===== src/hw/dacoc_params.svh =====
// Register offsets, field positions, reset values and counts for the
// converter output control block. Included by the package and modules.
//
// Function
// - A TDM channel slot is 32 bit clocks when the slot width bit is 0 and 16 when it is 1.
// - The output invert bit flips the polarity of every channel together; clear leaves them normal.
// - With automute enabled a channel mutes after 1024 consecutive zero samples; clearing the bit stops it.
// - Zero runs are counted and automute applied separately for each channel.
// - Converters run at 256 times the sample rate when the oversample bit is 0 and 128 times when 1.
// - Bits 0 to 7 of the low mute register soft-mute channels 1 to 8 when set.
// - Bits 0 to 3 of the high mute register soft-mute channels 9 to 12 when set.
// - Each attenuation code lowers the level by 0.375 dB per unit, code zero meaning none.
// - Master attenuation runs from code 00 at 0 dB to code FF at 95.625 dB.
// - Channels 1 and 2 each have an 8-bit attenuation register on the same scale, reset 0 dB.
`ifndef DACOC_PARAMS_SVH
`define DACOC_PARAMS_SVH

// Register indices; byte address is four times the index
`define DACOC_IDX_CTRL2      6'h08
`define DACOC_IDX_MUTE_LO    6'h09
`define DACOC_IDX_MUTE_HI    6'h0A
`define DACOC_IDX_MASTER     6'h0B
`define DACOC_IDX_CH1        6'h0C
`define DACOC_IDX_CH2        6'h0D
`define DACOC_IDX_AM_STAT    6'h20

// Reset values
`define DACOC_RST_CTRL2      8'h06
`define DACOC_RST_MUTE       8'h00
`define DACOC_RST_ATT        8'h00

// Writable bit masks
`define DACOC_MASK_CTRL2     8'h1F
`define DACOC_MASK_MUTE_HI   8'h0F

// Control field positions
`define DACOC_BIT_SLOTW      4
`define DACOC_BIT_INVERT     3
`define DACOC_BIT_AMUTE      2
`define DACOC_BIT_OSR        1
`define DACOC_BIT_EMPH       0

// Slot widths and oversampling ratios
`define DACOC_SLOT_WIDE      6'd32
`define DACOC_SLOT_NARROW    6'd16
`define DACOC_OSR_HIGH       9'd256
`define DACOC_OSR_LOW        9'd128

// Automute run length, attenuation limits and treble-cut filter shift
`define DACOC_ZERO_RUN       11'd1024
`define DACOC_ATT_MAX        9'h0FF
`define DACOC_STEPS_PER_SHIFT 4
`define DACOC_EMPH_SHIFT     2

`endif


===== src/hw/dacoc_pkg.sv =====
// Types shared by the converter output control block.
// Assumes dacoc_params.svh is on the include path.
`include "dacoc_params.svh"

package dacoc_pkg;

	typedef enum logic [0:0] {
		BUS_IDLE = 1'b0,
		BUS_DONE = 1'b1
	} dacoc_bus_e;

	typedef logic signed [23:0] dacoc_sample_t;
	typedef logic [7:0]         dacoc_att_t;

endpackage : dacoc_pkg


===== src/hw/dacoc_mute_if.sv =====
// Carrier between the sample path and the per-channel zero-run detector.
// Assumes both ends share ref_clk.
`timescale 1ns/1ps

interface dacoc_mute_if;
	import dacoc_pkg::*;
	logic        valid;
	logic [3:0]  ch;
	logic        zero;
	logic        en;
	logic [11:0] muted;

	modport src (output valid, output ch, output zero, output en,
		input muted);
	modport det (input valid, input ch, input zero, input en,
		output muted);
endinterface : dacoc_mute_if


===== src/hw/dacoc_regs.sv =====
// Output control registers and sample path for a 12-channel converter.
// Avalon-MM slave with waitrequest; byte addresses are index times four.
//
// The Avalon-MM slave port was left to the implementer.
`timescale 1ns/1ps
`include "dacoc_params.svh"

module dacoc_regs
	import dacoc_pkg::*;
#(
	parameter int NCH = 12
) (
	input  wire logic        ref_clk,          // 200 MHz block clock
	input  wire logic        sys_rst,          // Async reset, high
	input  wire logic        clk_en,           // Freezes all state when low
	input  wire logic [7:0]  avs_address,      // Byte address
	input  wire logic        avs_read,         // Read request
	input  wire logic        avs_write,        // Write request
	input  wire logic [3:0]  avs_byteenable,   // Byte lanes
	input  wire logic [31:0] avs_writedata,    // Write data
	output logic [31:0]      avs_readdata,     // Read data
	output logic             avs_waitrequest,  // Stall
	input  wire logic        in_valid,         // Sample strobe
	input  wire logic [3:0]  in_ch,            // Channel 0..11
	input  wire dacoc_sample_t in_data,        // Sample value
	output logic             out_valid,        // Output strobe
	output logic [3:0]       out_ch,           // Output channel
	output dacoc_sample_t    out_data,         // Processed sample
	output logic [5:0]       tdm_slot_bits,    // Bit clocks per slot
	output logic [8:0]       oversample_ratio  // Converter rate / fs
);

	// Register state
	logic [7:0]  ctrl2_q, ctrl2_d;
	logic [7:0]  mute_lo_q, mute_lo_d;
	logic [7:0]  mute_hi_q, mute_hi_d;
	dacoc_att_t  master_q, master_d;
	dacoc_att_t  ch1_att_q, ch1_att_d;
	dacoc_att_t  ch2_att_q, ch2_att_d;
	dacoc_bus_e  bus_q, bus_d;
	logic [31:0] rdata_q, rdata_d;

	// Sample path state
	logic            ov_q, ov_d;
	logic [3:0]      och_q, och_d;
	dacoc_sample_t   odata_q, odata_d;
	dacoc_sample_t   emph_q [NCH];
	dacoc_sample_t   emph_d [NCH];

	logic [5:0]      idx;
	logic            wr_go;
	logic            tdm_narrow;
	logic            invert;
	logic            amute_en;
	logic            osr_low;
	logic            emph_en;
	logic [11:0]     soft_mute;
	logic [11:0]     auto_mute;
	logic            ch_ok;
	dacoc_sample_t   filt;
	dacoc_sample_t   atten_out;
	dacoc_att_t      total_att;

	assign idx        = avs_address[7:2];
	assign tdm_narrow = ctrl2_q[`DACOC_BIT_SLOTW];
	assign invert     = ctrl2_q[`DACOC_BIT_INVERT];
	assign amute_en   = ctrl2_q[`DACOC_BIT_AMUTE];
	assign osr_low    = ctrl2_q[`DACOC_BIT_OSR];
	assign emph_en    = ctrl2_q[`DACOC_BIT_EMPH];
	assign soft_mute  = {mute_hi_q[3:0], mute_lo_q};
	assign ch_ok      = in_valid && (in_ch < 4'(NCH));

	// Channel's own attenuation; only channels 1 and 2 have one
	function automatic dacoc_att_t own_att(input logic [3:0] ch,
		input dacoc_att_t a1, input dacoc_att_t a2);
		if (ch == 4'h0)
			own_att = a1;
		else if (ch == 4'h1)
			own_att = a2;
		else
			own_att = 8'h00;
	endfunction : own_att

	// Register read multiplexer
	function automatic logic [31:0] rd_mux(input logic [5:0] i,
		input logic [7:0] c2, input logic [7:0] ml, input logic [7:0] mh,
		input dacoc_att_t ma, input dacoc_att_t a1, input dacoc_att_t a2,
		input logic [11:0] am);
		unique case (i)
			`DACOC_IDX_CTRL2:   rd_mux = {24'h0, c2};
			`DACOC_IDX_MUTE_LO: rd_mux = {24'h0, ml};
			`DACOC_IDX_MUTE_HI: rd_mux = {24'h0, mh};
			`DACOC_IDX_MASTER:  rd_mux = {24'h0, ma};
			`DACOC_IDX_CH1:     rd_mux = {24'h0, a1};
			`DACOC_IDX_CH2:     rd_mux = {24'h0, a2};
			`DACOC_IDX_AM_STAT: rd_mux = {20'h0, am};
			default:            rd_mux = 32'h0;
		endcase
	endfunction : rd_mux

	// Bus handshake: one stall cycle, then the access completes
	always_comb begin
		bus_d   = bus_q;
		rdata_d = rdata_q;
		unique case (bus_q)
			BUS_IDLE: begin
				if (avs_read || avs_write) begin
					bus_d   = BUS_DONE;
					rdata_d = avs_read ? rd_mux(idx, ctrl2_q, mute_lo_q,
						mute_hi_q, master_q, ch1_att_q, ch2_att_q,
						auto_mute) : rdata_q;
				end
			end
			BUS_DONE: bus_d = BUS_IDLE;
		endcase
	end

	// Stall while frozen too, or a pending write would complete unstored
	assign avs_waitrequest = (avs_read || avs_write) &&
		(!clk_en || bus_q != BUS_DONE);
	assign avs_readdata    = rdata_q;
	assign wr_go = avs_write && (bus_q == BUS_DONE) && avs_byteenable[0];

	// Register writes
	always_comb begin
		ctrl2_d   = ctrl2_q;
		mute_lo_d = mute_lo_q;
		mute_hi_d = mute_hi_q;
		master_d  = master_q;
		ch1_att_d = ch1_att_q;
		ch2_att_d = ch2_att_q;
		if (wr_go) begin
			unique case (idx)
				`DACOC_IDX_CTRL2:
					ctrl2_d = avs_writedata[7:0] & `DACOC_MASK_CTRL2;
				`DACOC_IDX_MUTE_LO: mute_lo_d = avs_writedata[7:0];
				`DACOC_IDX_MUTE_HI:
					mute_hi_d = avs_writedata[7:0] & `DACOC_MASK_MUTE_HI;
				`DACOC_IDX_MASTER:  master_d  = avs_writedata[7:0];
				`DACOC_IDX_CH1:     ch1_att_d = avs_writedata[7:0];
				`DACOC_IDX_CH2:     ch2_att_d = avs_writedata[7:0];
				default: ;
			endcase
		end
	end

	always_ff @(posedge ref_clk or posedge sys_rst) begin
		if (sys_rst) begin
			bus_q     <= BUS_IDLE;
			rdata_q   <= 32'h0;
			ctrl2_q   <= `DACOC_RST_CTRL2;
			mute_lo_q <= `DACOC_RST_MUTE;
			mute_hi_q <= `DACOC_RST_MUTE;
			master_q  <= `DACOC_RST_ATT;
			ch1_att_q <= `DACOC_RST_ATT;
			ch2_att_q <= `DACOC_RST_ATT;
		end else if (clk_en) begin
			bus_q     <= bus_d;
			rdata_q   <= rdata_d;
			ctrl2_q   <= ctrl2_d;
			mute_lo_q <= mute_lo_d;
			mute_hi_q <= mute_hi_d;
			master_q  <= master_d;
			ch1_att_q <= ch1_att_d;
			ch2_att_q <= ch2_att_d;
		end
	end

	// Mode outputs for the serial port and modulator clocking
	assign tdm_slot_bits = tdm_narrow ? `DACOC_SLOT_NARROW
		: `DACOC_SLOT_WIDE;
	assign oversample_ratio = osr_low ? `DACOC_OSR_LOW
		: `DACOC_OSR_HIGH;

	// Automute detector
	dacoc_mute_if mif ();
	assign mif.valid = ch_ok;
	assign mif.ch    = in_ch;
	assign mif.zero  = (in_data == '0);
	assign mif.en    = amute_en;
	assign auto_mute = mif.muted;

	dacoc_zero_det #(
		.NCH     (NCH)
	) u_zero (
		.ref_clk (ref_clk),
		.sys_rst (sys_rst),
		.clk_en  (clk_en),
		.mi      (mif)
	);

	// Master plus channel code, clamped at full attenuation
	always_comb begin
		logic [8:0] sum;
		sum = 9'(master_q) + 9'(own_att(in_ch, ch1_att_q, ch2_att_q));
		total_att = (sum > `DACOC_ATT_MAX) ? 8'hFF : sum[7:0];
	end

	dacoc_atten u_att (
		.din  (filt),
		.code (total_att),
		.dout (atten_out)
	);

	// One-pole treble cut per channel; tracks input when disabled
	always_comb begin
		dacoc_sample_t prev;
		prev = '0;
		for (int c = 0; c < NCH; c++)
			emph_d[c] = emph_q[c];
		filt = in_data;
		if (ch_ok) begin
			for (int c = 0; c < NCH; c++) begin
				if (in_ch == 4'(c))
					prev = emph_q[c];
			end
			if (emph_en)
				filt = prev + ((in_data - prev) >>> `DACOC_EMPH_SHIFT);
			for (int c = 0; c < NCH; c++) begin
				if (in_ch == 4'(c))
					emph_d[c] = filt;
			end
		end
	end

	// Output stage: polarity, then soft mute and automute
	always_comb begin
		dacoc_sample_t v;
		v       = atten_out;
		ov_d    = ch_ok;
		och_d   = ch_ok ? in_ch : och_q;
		odata_d = odata_q;
		if (invert)
			v = (atten_out == 24'sh800000) ? 24'sh7FFFFF : -atten_out;
		if (ch_ok) begin
			if (soft_mute[in_ch] || auto_mute[in_ch])
				odata_d = '0;
			else
				odata_d = v;
		end
	end

	always_ff @(posedge ref_clk or posedge sys_rst) begin
		if (sys_rst) begin
			ov_q    <= 1'b0;
			och_q   <= 4'h0;
			odata_q <= '0;
			for (int c = 0; c < NCH; c++)
				emph_q[c] <= '0;
		end else if (clk_en) begin
			ov_q    <= ov_d;
			och_q   <= och_d;
			odata_q <= odata_d;
			for (int c = 0; c < NCH; c++)
				emph_q[c] <= emph_d[c];
		end
	end

	assign out_valid = ov_q;
	assign out_ch    = och_q;
	assign out_data  = odata_q;

endmodule : dacoc_regs


===== src/hw/dacoc_zero_det.sv =====
// Per-channel zero-run counters that raise the automute flags.
// Assumes channel numbers 0 to NCH-1 on the carrier; others are ignored.
`timescale 1ns/1ps
`include "dacoc_params.svh"

module dacoc_zero_det
	import dacoc_pkg::*;
#(
	parameter int NCH = 12
) (
	input  wire logic    ref_clk,  // Block clock
	input  wire logic    sys_rst,  // Async reset, high
	input  wire logic    clk_en,   // Freezes state when low
	dacoc_mute_if.det    mi        // Sample events in, flags out
);

	genvar g;
	generate
		for (g = 0; g < NCH; g++) begin : g_ch
			logic [10:0] run_q;
			logic [10:0] run_d;

			always_comb begin
				run_d = run_q;
				// Each channel counts only its own samples
				if (mi.valid && mi.ch == 4'(g)) begin
					if (!mi.zero)
						run_d = '0;
					else if (run_q != `DACOC_ZERO_RUN)
						run_d = run_q + 11'd1;
				end
			end

			always_ff @(posedge ref_clk or posedge sys_rst) begin
				if (sys_rst)
					run_q <= '0;
				else if (clk_en)
					run_q <= run_d;
			end

			assign mi.muted[g] = mi.en && (run_q == `DACOC_ZERO_RUN);
		end
	endgenerate

endmodule : dacoc_zero_det


===== src/hw/dacoc_atten.sv =====
// Log attenuator: 0.375 dB per code step, 16 steps taken as one shift.
// Purely combinational; the caller registers the result.
`timescale 1ns/1ps
`include "dacoc_params.svh"

module dacoc_atten
	import dacoc_pkg::*;
(
	input  wire dacoc_sample_t din,   // Sample in
	input  wire logic [7:0]    code,  // Attenuation code
	output dacoc_sample_t      dout   // Attenuated sample
);

	// Fine gain for code modulo 16, unsigned Q16
	function automatic logic [16:0] fine_gain(input logic [3:0] k);
		unique case (k)
			4'h0: fine_gain = 17'h10000;
			4'h1: fine_gain = 17'h0F530;
			4'h2: fine_gain = 17'h0EAD5;
			4'h3: fine_gain = 17'h0E0EA;
			4'h4: fine_gain = 17'h0D76A;
			4'h5: fine_gain = 17'h0CE51;
			4'h6: fine_gain = 17'h0C59A;
			4'h7: fine_gain = 17'h0BD42;
			4'h8: fine_gain = 17'h0B544;
			4'h9: fine_gain = 17'h0AD9C;
			4'hA: fine_gain = 17'h0A647;
			4'hB: fine_gain = 17'h09F41;
			4'hC: fine_gain = 17'h09888;
			4'hD: fine_gain = 17'h09217;
			4'hE: fine_gain = 17'h08BEB;
			4'hF: fine_gain = 17'h08602;
		endcase
	endfunction : fine_gain

	logic signed [41:0] prod;
	logic signed [41:0] scaled;

	always_comb begin
		prod   = $signed(42'(din)) * $signed({25'h0, fine_gain(code[3:0])});
		scaled = prod >>> (16 + 32'(code >> `DACOC_STEPS_PER_SHIFT));
		dout   = dacoc_sample_t'(scaled);
	end

endmodule : dacoc_atten


===== config.mk =====
export PLATFORM = sky130hd
export DESIGN_NAME = dacoc_regs
export DESIGN_NICKNAME = d
export VERILOG_FILES = /design/src/hw/dacoc_pkg.sv /design/src/hw/dacoc_mute_if.sv /design/src/hw/dacoc_regs.sv /design/src/hw/dacoc_zero_det.sv /design/src/hw/dacoc_atten.sv
export VERILOG_INCLUDE_DIRS = /design/src /design/src/hw
export SDC_FILE = /design/constraint.sdc
export NUM_CORES = 2
export LEC_CHECK = 0
export BUFFER_PORTS_ARGS = -buffer_cell sky130_fd_sc_hd__buf_2
export CORE_ASPECT_RATIO = 0.75
export CORE_MARGIN = 2
export CORE_UTILIZATION = 64
export CTS_CLUSTER_DIAMETER = 30
export DETAILED_ROUTE_END_ITERATION = 8
export GPL_ROUTABILITY_DRIVEN = 0
export PLACE_DENSITY = 0.82
export RECOVER_POWER = 25
export SYNTH_ARGS = -nofsm -noshare
export SYNTH_HDL_FRONTEND = slang
export SYNTH_SLANG_ARGS = --single-unit

===== constraint.sdc =====
create_clock -name ref_clk -period 19.01 [get_ports ref_clk]
set_input_delay 1.901 -clock ref_clk [delete_from_list [all_inputs] [get_ports ref_clk]]
set_output_delay 1.901 -clock ref_clk [all_outputs]
set_load 0.01 [all_outputs]

* Word-level counts from Yosys, hierarchy flattened
Memories as Yosys holds them, arrays and structs flattened.
Index checks and enable logic that the tools add are counted.
W data, S select, Z words.
** Cells by class
- Reduce and logical (&&, ||, !) cells :: 66
- Div/mod/pow operators :: 0
- Shift operators :: 1
- Bitwise operators :: 1
- Equal/unequal tests :: 55
- Multiply operators :: 1
- $add $sub $neg :: 17
- Muxes and demuxes :: 54
- $lt $le $gt $ge :: 3
** Operators by type and width (number)
- $mux W24 :: 18
- $mux W11 :: 24
- $add A11 B1 Y11 const B :: 12
- $eq A11 B11 Y1 const B :: 12
- $ne A11 B11 Y1 const B :: 12
- $reduce_and A3 Y1 :: 30
- $pmux W12 S7 :: 1
- $mul A24 B18 Y42 :: 1
- $sshr A42 B32 Y24 :: 1
- $eq A6 B4 Y1 const B :: 6
- $logic_and A1 B1 Y1 :: 28
- $add A24 B22 Y24 :: 1
- $eq A24 B24 Y1 const B :: 1
- $logic_not A24 Y1 :: 1
- $mux W8 :: 3
- $ne A2 B2 Y1 const B :: 12
- $neg A24 Y24 :: 1
- $sub A24 B24 Y24 :: 1
- $eq A4 B3 Y1 const B :: 4
- $eq A4 B4 Y1 const B :: 4
- $add A8 B8 Y9 :: 1
- $gt A9 B8 Y1 const B :: 1
- $mux W9 :: 1
- $bmux W1 S4 :: 2
- 15 further kinds :: 20
** Storage, ports and cells
- Bits in writable memories :: 0
- Memories kept :: 1
- Bits of input ports :: 78
- Output and inout port bits :: 77
- Bits in registers :: 523
- Bits in read-only memories :: 272
- Bits in latches :: 0
- Logic and storage cells :: 234
** Memories
- (name not given) :: depth 16, width 17, rd ports 1, clocked after memory_dff 0, wr ports 0, line dacoc_atten.sv:16 : unique case (k)

* Depth between registers and ports, before layout
- Depth after elaboration :: 24
- Gate-level depth with buffers :: 70
- Gate-level depth less buffers :: 64

* By module
A second synthesis with hierarchy kept.
** Second synthesis, totals
- Cell total of the unflattened synthesis :: 5090
- Area total of the unflattened synthesis :: 45147.0 µm²
** Modules (own cells, without submodules)
- dacoc_regs :: times used 1, area each 20453.4 µm², sequential area each 9286.4 µm², cells each 2271
- dacoc_atten :: times used 1, area each 16783.6 µm², sequential area each 0.0 µm², cells each 1923
- dacoc_zero_det :: times used 1, area each 7910.1 µm², sequential area each 3303.2 µm², cells each 896

* Worst setup path after synthesis
No wires, ideal clock.
- Kind :: input port to flip-flop
- Start point :: input in_ch[0]
- End point :: register odata_q[21], in the netlist out_data[21]
- Stages :: 59
- Path buffers :: 5
- Data required time :: 18.914 ns
- Setup slack :: 2.697 ns
- Data arrival time :: 16.218 ns
- Setup time :: 0.096 ns
- Cell sequence :: buf_1 clkbuf_1 mux4_2 a22oi_1 nand2_1 a221o_1 a221oi_1 nand2_1 a31oi_1 ha_1 a21boi_0 o21a_1 o211ai_1 nand2_1 a41o_1 o21a_1 xor2_1 ha_1 [... 23 more ...] inv_1 fa_1 inv_1 ha_1 clkbuf_1 nand4_1 nor3_1 o211ai_1 a21oi_2 a211oi_1 a221oi_1 o211ai_1 a21oi_1 o211ai_2 or3_1 or4b_1 mux2_1 a311oi_2
** On the way
- Longest elaborated chain between the ends :: 24
- Elaborated cells on any way between the ends :: 51
- Classes of those cells :: 5 x add/sub; 1 x mul; 2 x order compare; 12 x eq/ne; 1 x shift; 25 x mux; 4 x reduce/logical; 1 x memory
** Ends and longest elaborated chain
- from (decl) :: line dacoc_regs.sv:24 : input wire logic [3:0] in_ch,
- $logic_not A4 Y1 :: line dacoc_regs.sv:76, dacoc_regs.sv:214
- $mux W24 (12 in series) :: line dacoc_regs.sv:214 : if (in_ch == 4'(c))
- $mux W24 :: line dacoc_regs.sv:212 : if (ch_ok) begin
- $sub A24 B24 Y24 :: line dacoc_regs.sv:218 : filt = prev + ((in_data - prev) >>> `DACOC_EMPH_SHIFT);
- $add A24 B22 Y24 :: line dacoc_regs.sv:218
- $mux W24 :: line dacoc_regs.sv:217 : if (emph_en)
- $mux W24 :: line dacoc_regs.sv:212
- $mul A24 B18 Y42 :: line dacoc_atten.sv:40 : prod = $signed(42'(din)) * $signed({25'h0, fine_gain(code[3:0])});
- $sshr A42 B32 Y24 :: line dacoc_atten.sv:41 : scaled = prod >>> (16 + 32'(code >> `DACOC_STEPS_PER_SHIFT));
- $neg A24 Y24 / $eq A24 B24 Y1 (equally long branches) :: line dacoc_regs.sv:234 : v = (atten_out == 24'sh800000) ? 24'sh7FFFFF : -atten_out;
- $mux W24 :: line dacoc_regs.sv:234
- $mux W24 :: line dacoc_regs.sv:233 : if (invert)
- $mux W24 :: line dacoc_regs.sv:236 : if (soft_mute[in_ch] || auto_mute[in_ch])
- to (signal assigned) :: line dacoc_regs.sv:253 : odata_q <= odata_d;
- to (decl) :: line dacoc_regs.sv:46 : dacoc_sample_t odata_q, odata_d;
Parallel ways exist; a longest one is shown, timed or not. The select of a mux whose other input is x is not followed.
A chain may end at the register's enable or synchronous reset.

* Final worst setup path
- Start point :: input in_ch[0]
- End point :: register odata_q[23], in the netlist out_data[23]
Same word-level chain as after synthesis.

==> flow_metrics.py <==
metrics = {
    "routing": {
        "wl_per_cell_um": 20.9,
        "drt-total-wl_um": 126000,
        "viasPerCell": 6.34,
        "first_pass_iters": 7,
        "drc": 0,
        "drt_iter0_drc": 4923,
        "ant_nets": 0,
        "vias": 38164,
    },
    "critical_path": {
        "crit_start": "in_ch[0]",
        "critical_path_class": "input port to flop",
        "ff2ff_setup_slack_ns": 2.66,
        "worstReg2RegEnd": "out_data[23]",
        "critPathLaunchType": "input port",
        "slowest_delay_ns": 0.60,
        "crit_slowest_cell": "mux4_2",
        "crit_path_end": "out_data[23]",
        "endpoint_kind": "flop",
        "arrival_ns": 18.37,
        "worst_r2r_startpoint": "emph_q[193]",
        "worstRegToRegCells": 58,
        "cp_max_fo": 22,
        "crit_top_cell": "fa_1",
        "critPathRequiredTime_ns": 19.50,
    },
    "power_and_ir_drop": {
        "powerDensity_nw_per_um2": 156,
        "pwr-share-seq_pct": 17.5,
        "p_int_mw": 3.81,
        "pwr-share-comb_pct": 63.1,
        "ir_drop_uv": 173,
        "pwr-share-clk_pct": 19.5,
        "power_leakage_nw": 22.7,
        "netSwitchingFraction_pct": 48.8,
        "switchingPower_mw": 3.64,
    },
    "timing": {
        "maxSlewHeadroom_pct": -337,
        "max_freq_ghz": 0.0559,
        "max_slew.worst_pin.slew_ns": 6.51,
        "finalCritPeriodShare_pct": 94.1,
        "worst_slack_ns": 1.13,
        "holdWs_ns": 0.474,
        "hold_viol": 0,
        "grt_setup_unrepaired": "no",
        "setup_viol": 0,
        "finalClockSkew_ns": 0.0247,
        "finalCriticalPeriod_ns": 17.88,
        "final_max_slew_viol_count": 264,
        "setup-tns-final_ns": 0,
    },
    "die": {
        "core_region_area_um2": 67200,
        "std_cell_rows": 82,
        "die_w_um": 306,
        "design.die.area_um2": 70500,
        "pin_count": 155,
        "start_util_pct": 65.1,
        "fp.dieH_um": 230,
    },
    "synth": {
        "synth_area_um2": 43700,
        "syn_avg_cell_area_um2": 8.63,
        "ys_async_sr_fraction_pct": 100,
        "ys_ff_latch": 503,
        "synthFlopType": "dfrtp_1",
        "ys_seq_area_share_pct": 28.8,
        "synth_cell_types": 102,
        "syn_inst": 5065,
        "yosysWarnings": 0,
        "synth_edf_count": 0,
    },
    "final_layout": {
        "finalNetCount": 5738,
        "drive_gt1_share_pct": 8.18,
        "fin_cells": 6021,
        "area_delta_synth_final_pct": 8.84,
    },
    "outcome": {
        "violations": "capacitance limit, slew limit",
        "status": "finished with violations",
    },
    "clock_network": {
        "clk_latency_ns": 0.61,
        "clockBufferDepth": 3,
        "cts_tree": "done",
        "cts_root_buf": "clkbuf_16",
        "htree_levels": 3,
        "post_cts_buffers": 0,
        "clkTransAtPathRegs_ns": 0.05,
        "numCtsBuffers": 76,
        "clock-sinks": 503,
    },
    "global_route": {
        "gr-total-overflow": 0,
        "grtUsageTotal_pct": 36.0,
        "grt_max_degree": 154,
        "grt_pass1_vias": 36942,
        "grt_pass1_wl_um": 200000,
        "antenna_found_initial": 5,
    },
    "placement": {
        "place_inst": 5878,
        "io_buffers": 94,
        "pre_cts_ws_ns": 0.676,
        "post-dp-hpwl_um": 91400,
    },
    "job": {
        "maxCapViolCount": 3,
    },
    "min_path": {
        "hold_depth": 2,
        "hp-class": "flop to flop",
    },
}
[power by group through the flow]
| stage | clock network (mW) | logic [mW] | registers (mW) |
|---|---|---|---|
| 2_1_floorplan | 0 | 3.31 | 1.30 |
| 3_3_place_gp | 0 | 4.39 | 1.30 |
| 3_5_place_dp | 0 | 4.49 | 1.31 |
| 4_1_cts | 1.46 | 4.53 | 1.30 |
| 5_1_grt | 1.51 | 5.13 | 1.32 |
| 6_report | 1.45 | 4.70 | 1.30 |
[final cells by class]
class | instances | area, um^2
timing repair buffer | 183 | 1070
tap | 882 | 1100
multi-input combinational | 3746 | 28000
fill | 5053 | 19600
clock inverter | 47 | 568
antenna | 3 | 7.51
sequential | 503 | 12600
inverter | 564 | 2120
clock buffer | 93 | 2110
[repair_timing]
action	in CTS	in global routing
endpoints found under the setup margin	0	17
gates resized for setup	0	2
hold buffers	0	0
[cell usage in the layout (no fill, tap or decap), drive strengths merged, types with 67 or more instances in the layout]
cell and instances:
nand2 781, inv 575, dfrtp 501, o21ai 492, nor2 449, fa 395, a21oi 223, ha 191
clkbuf 142, buf 134, nand4 84, nand3 72, or3 69, nor3 68, xnor2 67
[routing by layer]
layer | track usage, % | wire length (um) | share of wire, %
met1 | 51.8 | 51800 | 41
met2 | 52.3 | 53500 | 42
met4 | 9.58 | 2810 | 2.2
met5 | 0 | 0 | 0
met3 | 12.1 | 18000 | 14
[cell families after synthesis]
| kind of cell | Yosys count | share of synthesized area [%] |
|---|---|---|
| xor+xnor | 129 | 2.58 |
| buf+inv | 846 | 7.60 |
| flops | 503 | 28.8 |
| mux | 120 | 3.45 |
| compound gates | 1176 | 16.9 |
| simple gates | 1704 | 17.1 |
| other cells | 1 | 0.00857 |
| fa+ha+maj | 586 | 23.5 |
[synth_stat cells (all sizes together) (7+ instances only)]
library cell,count,area [um^2]
nand2,781,2930
inv,563,2110
dfrtp,501,12500
o21ai,492,2470
nor2,449,1690
fa,395,7910
clkbuf,228,857
a21oi,223,1120
ha,191,2390
nand4,84,526
nand3,72,373
or3,69,437
nor3,68,345
xnor2,67,587
mux2,63,713
xor2,62,543
a22oi,55,413
buf,54,349
a21o,53,398
a22o,44,385
nor4,41,263
and3,40,250
mux2i,39,390
a31oi,38,253
o211ai,36,280
a221oi,28,251
a211oi,26,195
nand2b,24,150
o21a,22,165
and2,21,131
mux4,18,405
nor2b,18,113
o31ai,18,140
a221o,16,160
or2,12,75.1
a211o,11,96.3
a21boi,10,78.8
o21bai,10,75.1
a31o,9,78.8
o221ai,9,78.8
nand3b,8,60.1
o211a,7,70.1
[worst min-delay path by stage]
stage,from,end
after CTS,avs_readdata[4],avs_readdata[4]
after global placement,avs_readdata[0],avs_readdata[0]
after floorplan,emph_q[192],emph_q[192]
after detailed placement,out_ch[1],out_ch[1]
after global routing,avs_readdata[4],avs_readdata[4]
final,emph_q[234],emph_q[234]
[stage by stage]
step / power, mW / util (%) / cell area (um^2)
final: 7.45 / 70.8 / 47600
after CTS: 7.28 / 70.9 / 47700
after detailed placement: 5.81 / 66.9 / 45000
after global placement: 5.69 / 66.9 / 45000
after floorplan: 4.61 / - / 43800
after global routing: 7.96 / 70.8 / 47600
[sequential cells by signal, indices dropped and copies added (netlist names)]
signal / flops
ch1_att_q: 8
mute_hi_q: 4
out_ch: 4
ctrl2_q: 5
out_valid: 1
bus_q: 1
mute_lo_q: 8
out_data: 24
emph_q: 288
avs_readdata: 12
ch2_att_q: 8
master_q: 8
u_zero.g_ch.run_q: 132
[critical path: cells and delay by family]
kind	cells	cell delay (ns)
AOI/OAI and AO/OA	28	7.61
xor gates and xnor gates	1	0.18
adders and majority gates	10	4.47
buffers and inverters	6	0.76
muxes	2	1.12
and+or+nand+nor	12	2.33
Note: power is estimated with default switching activity, not from simulation.
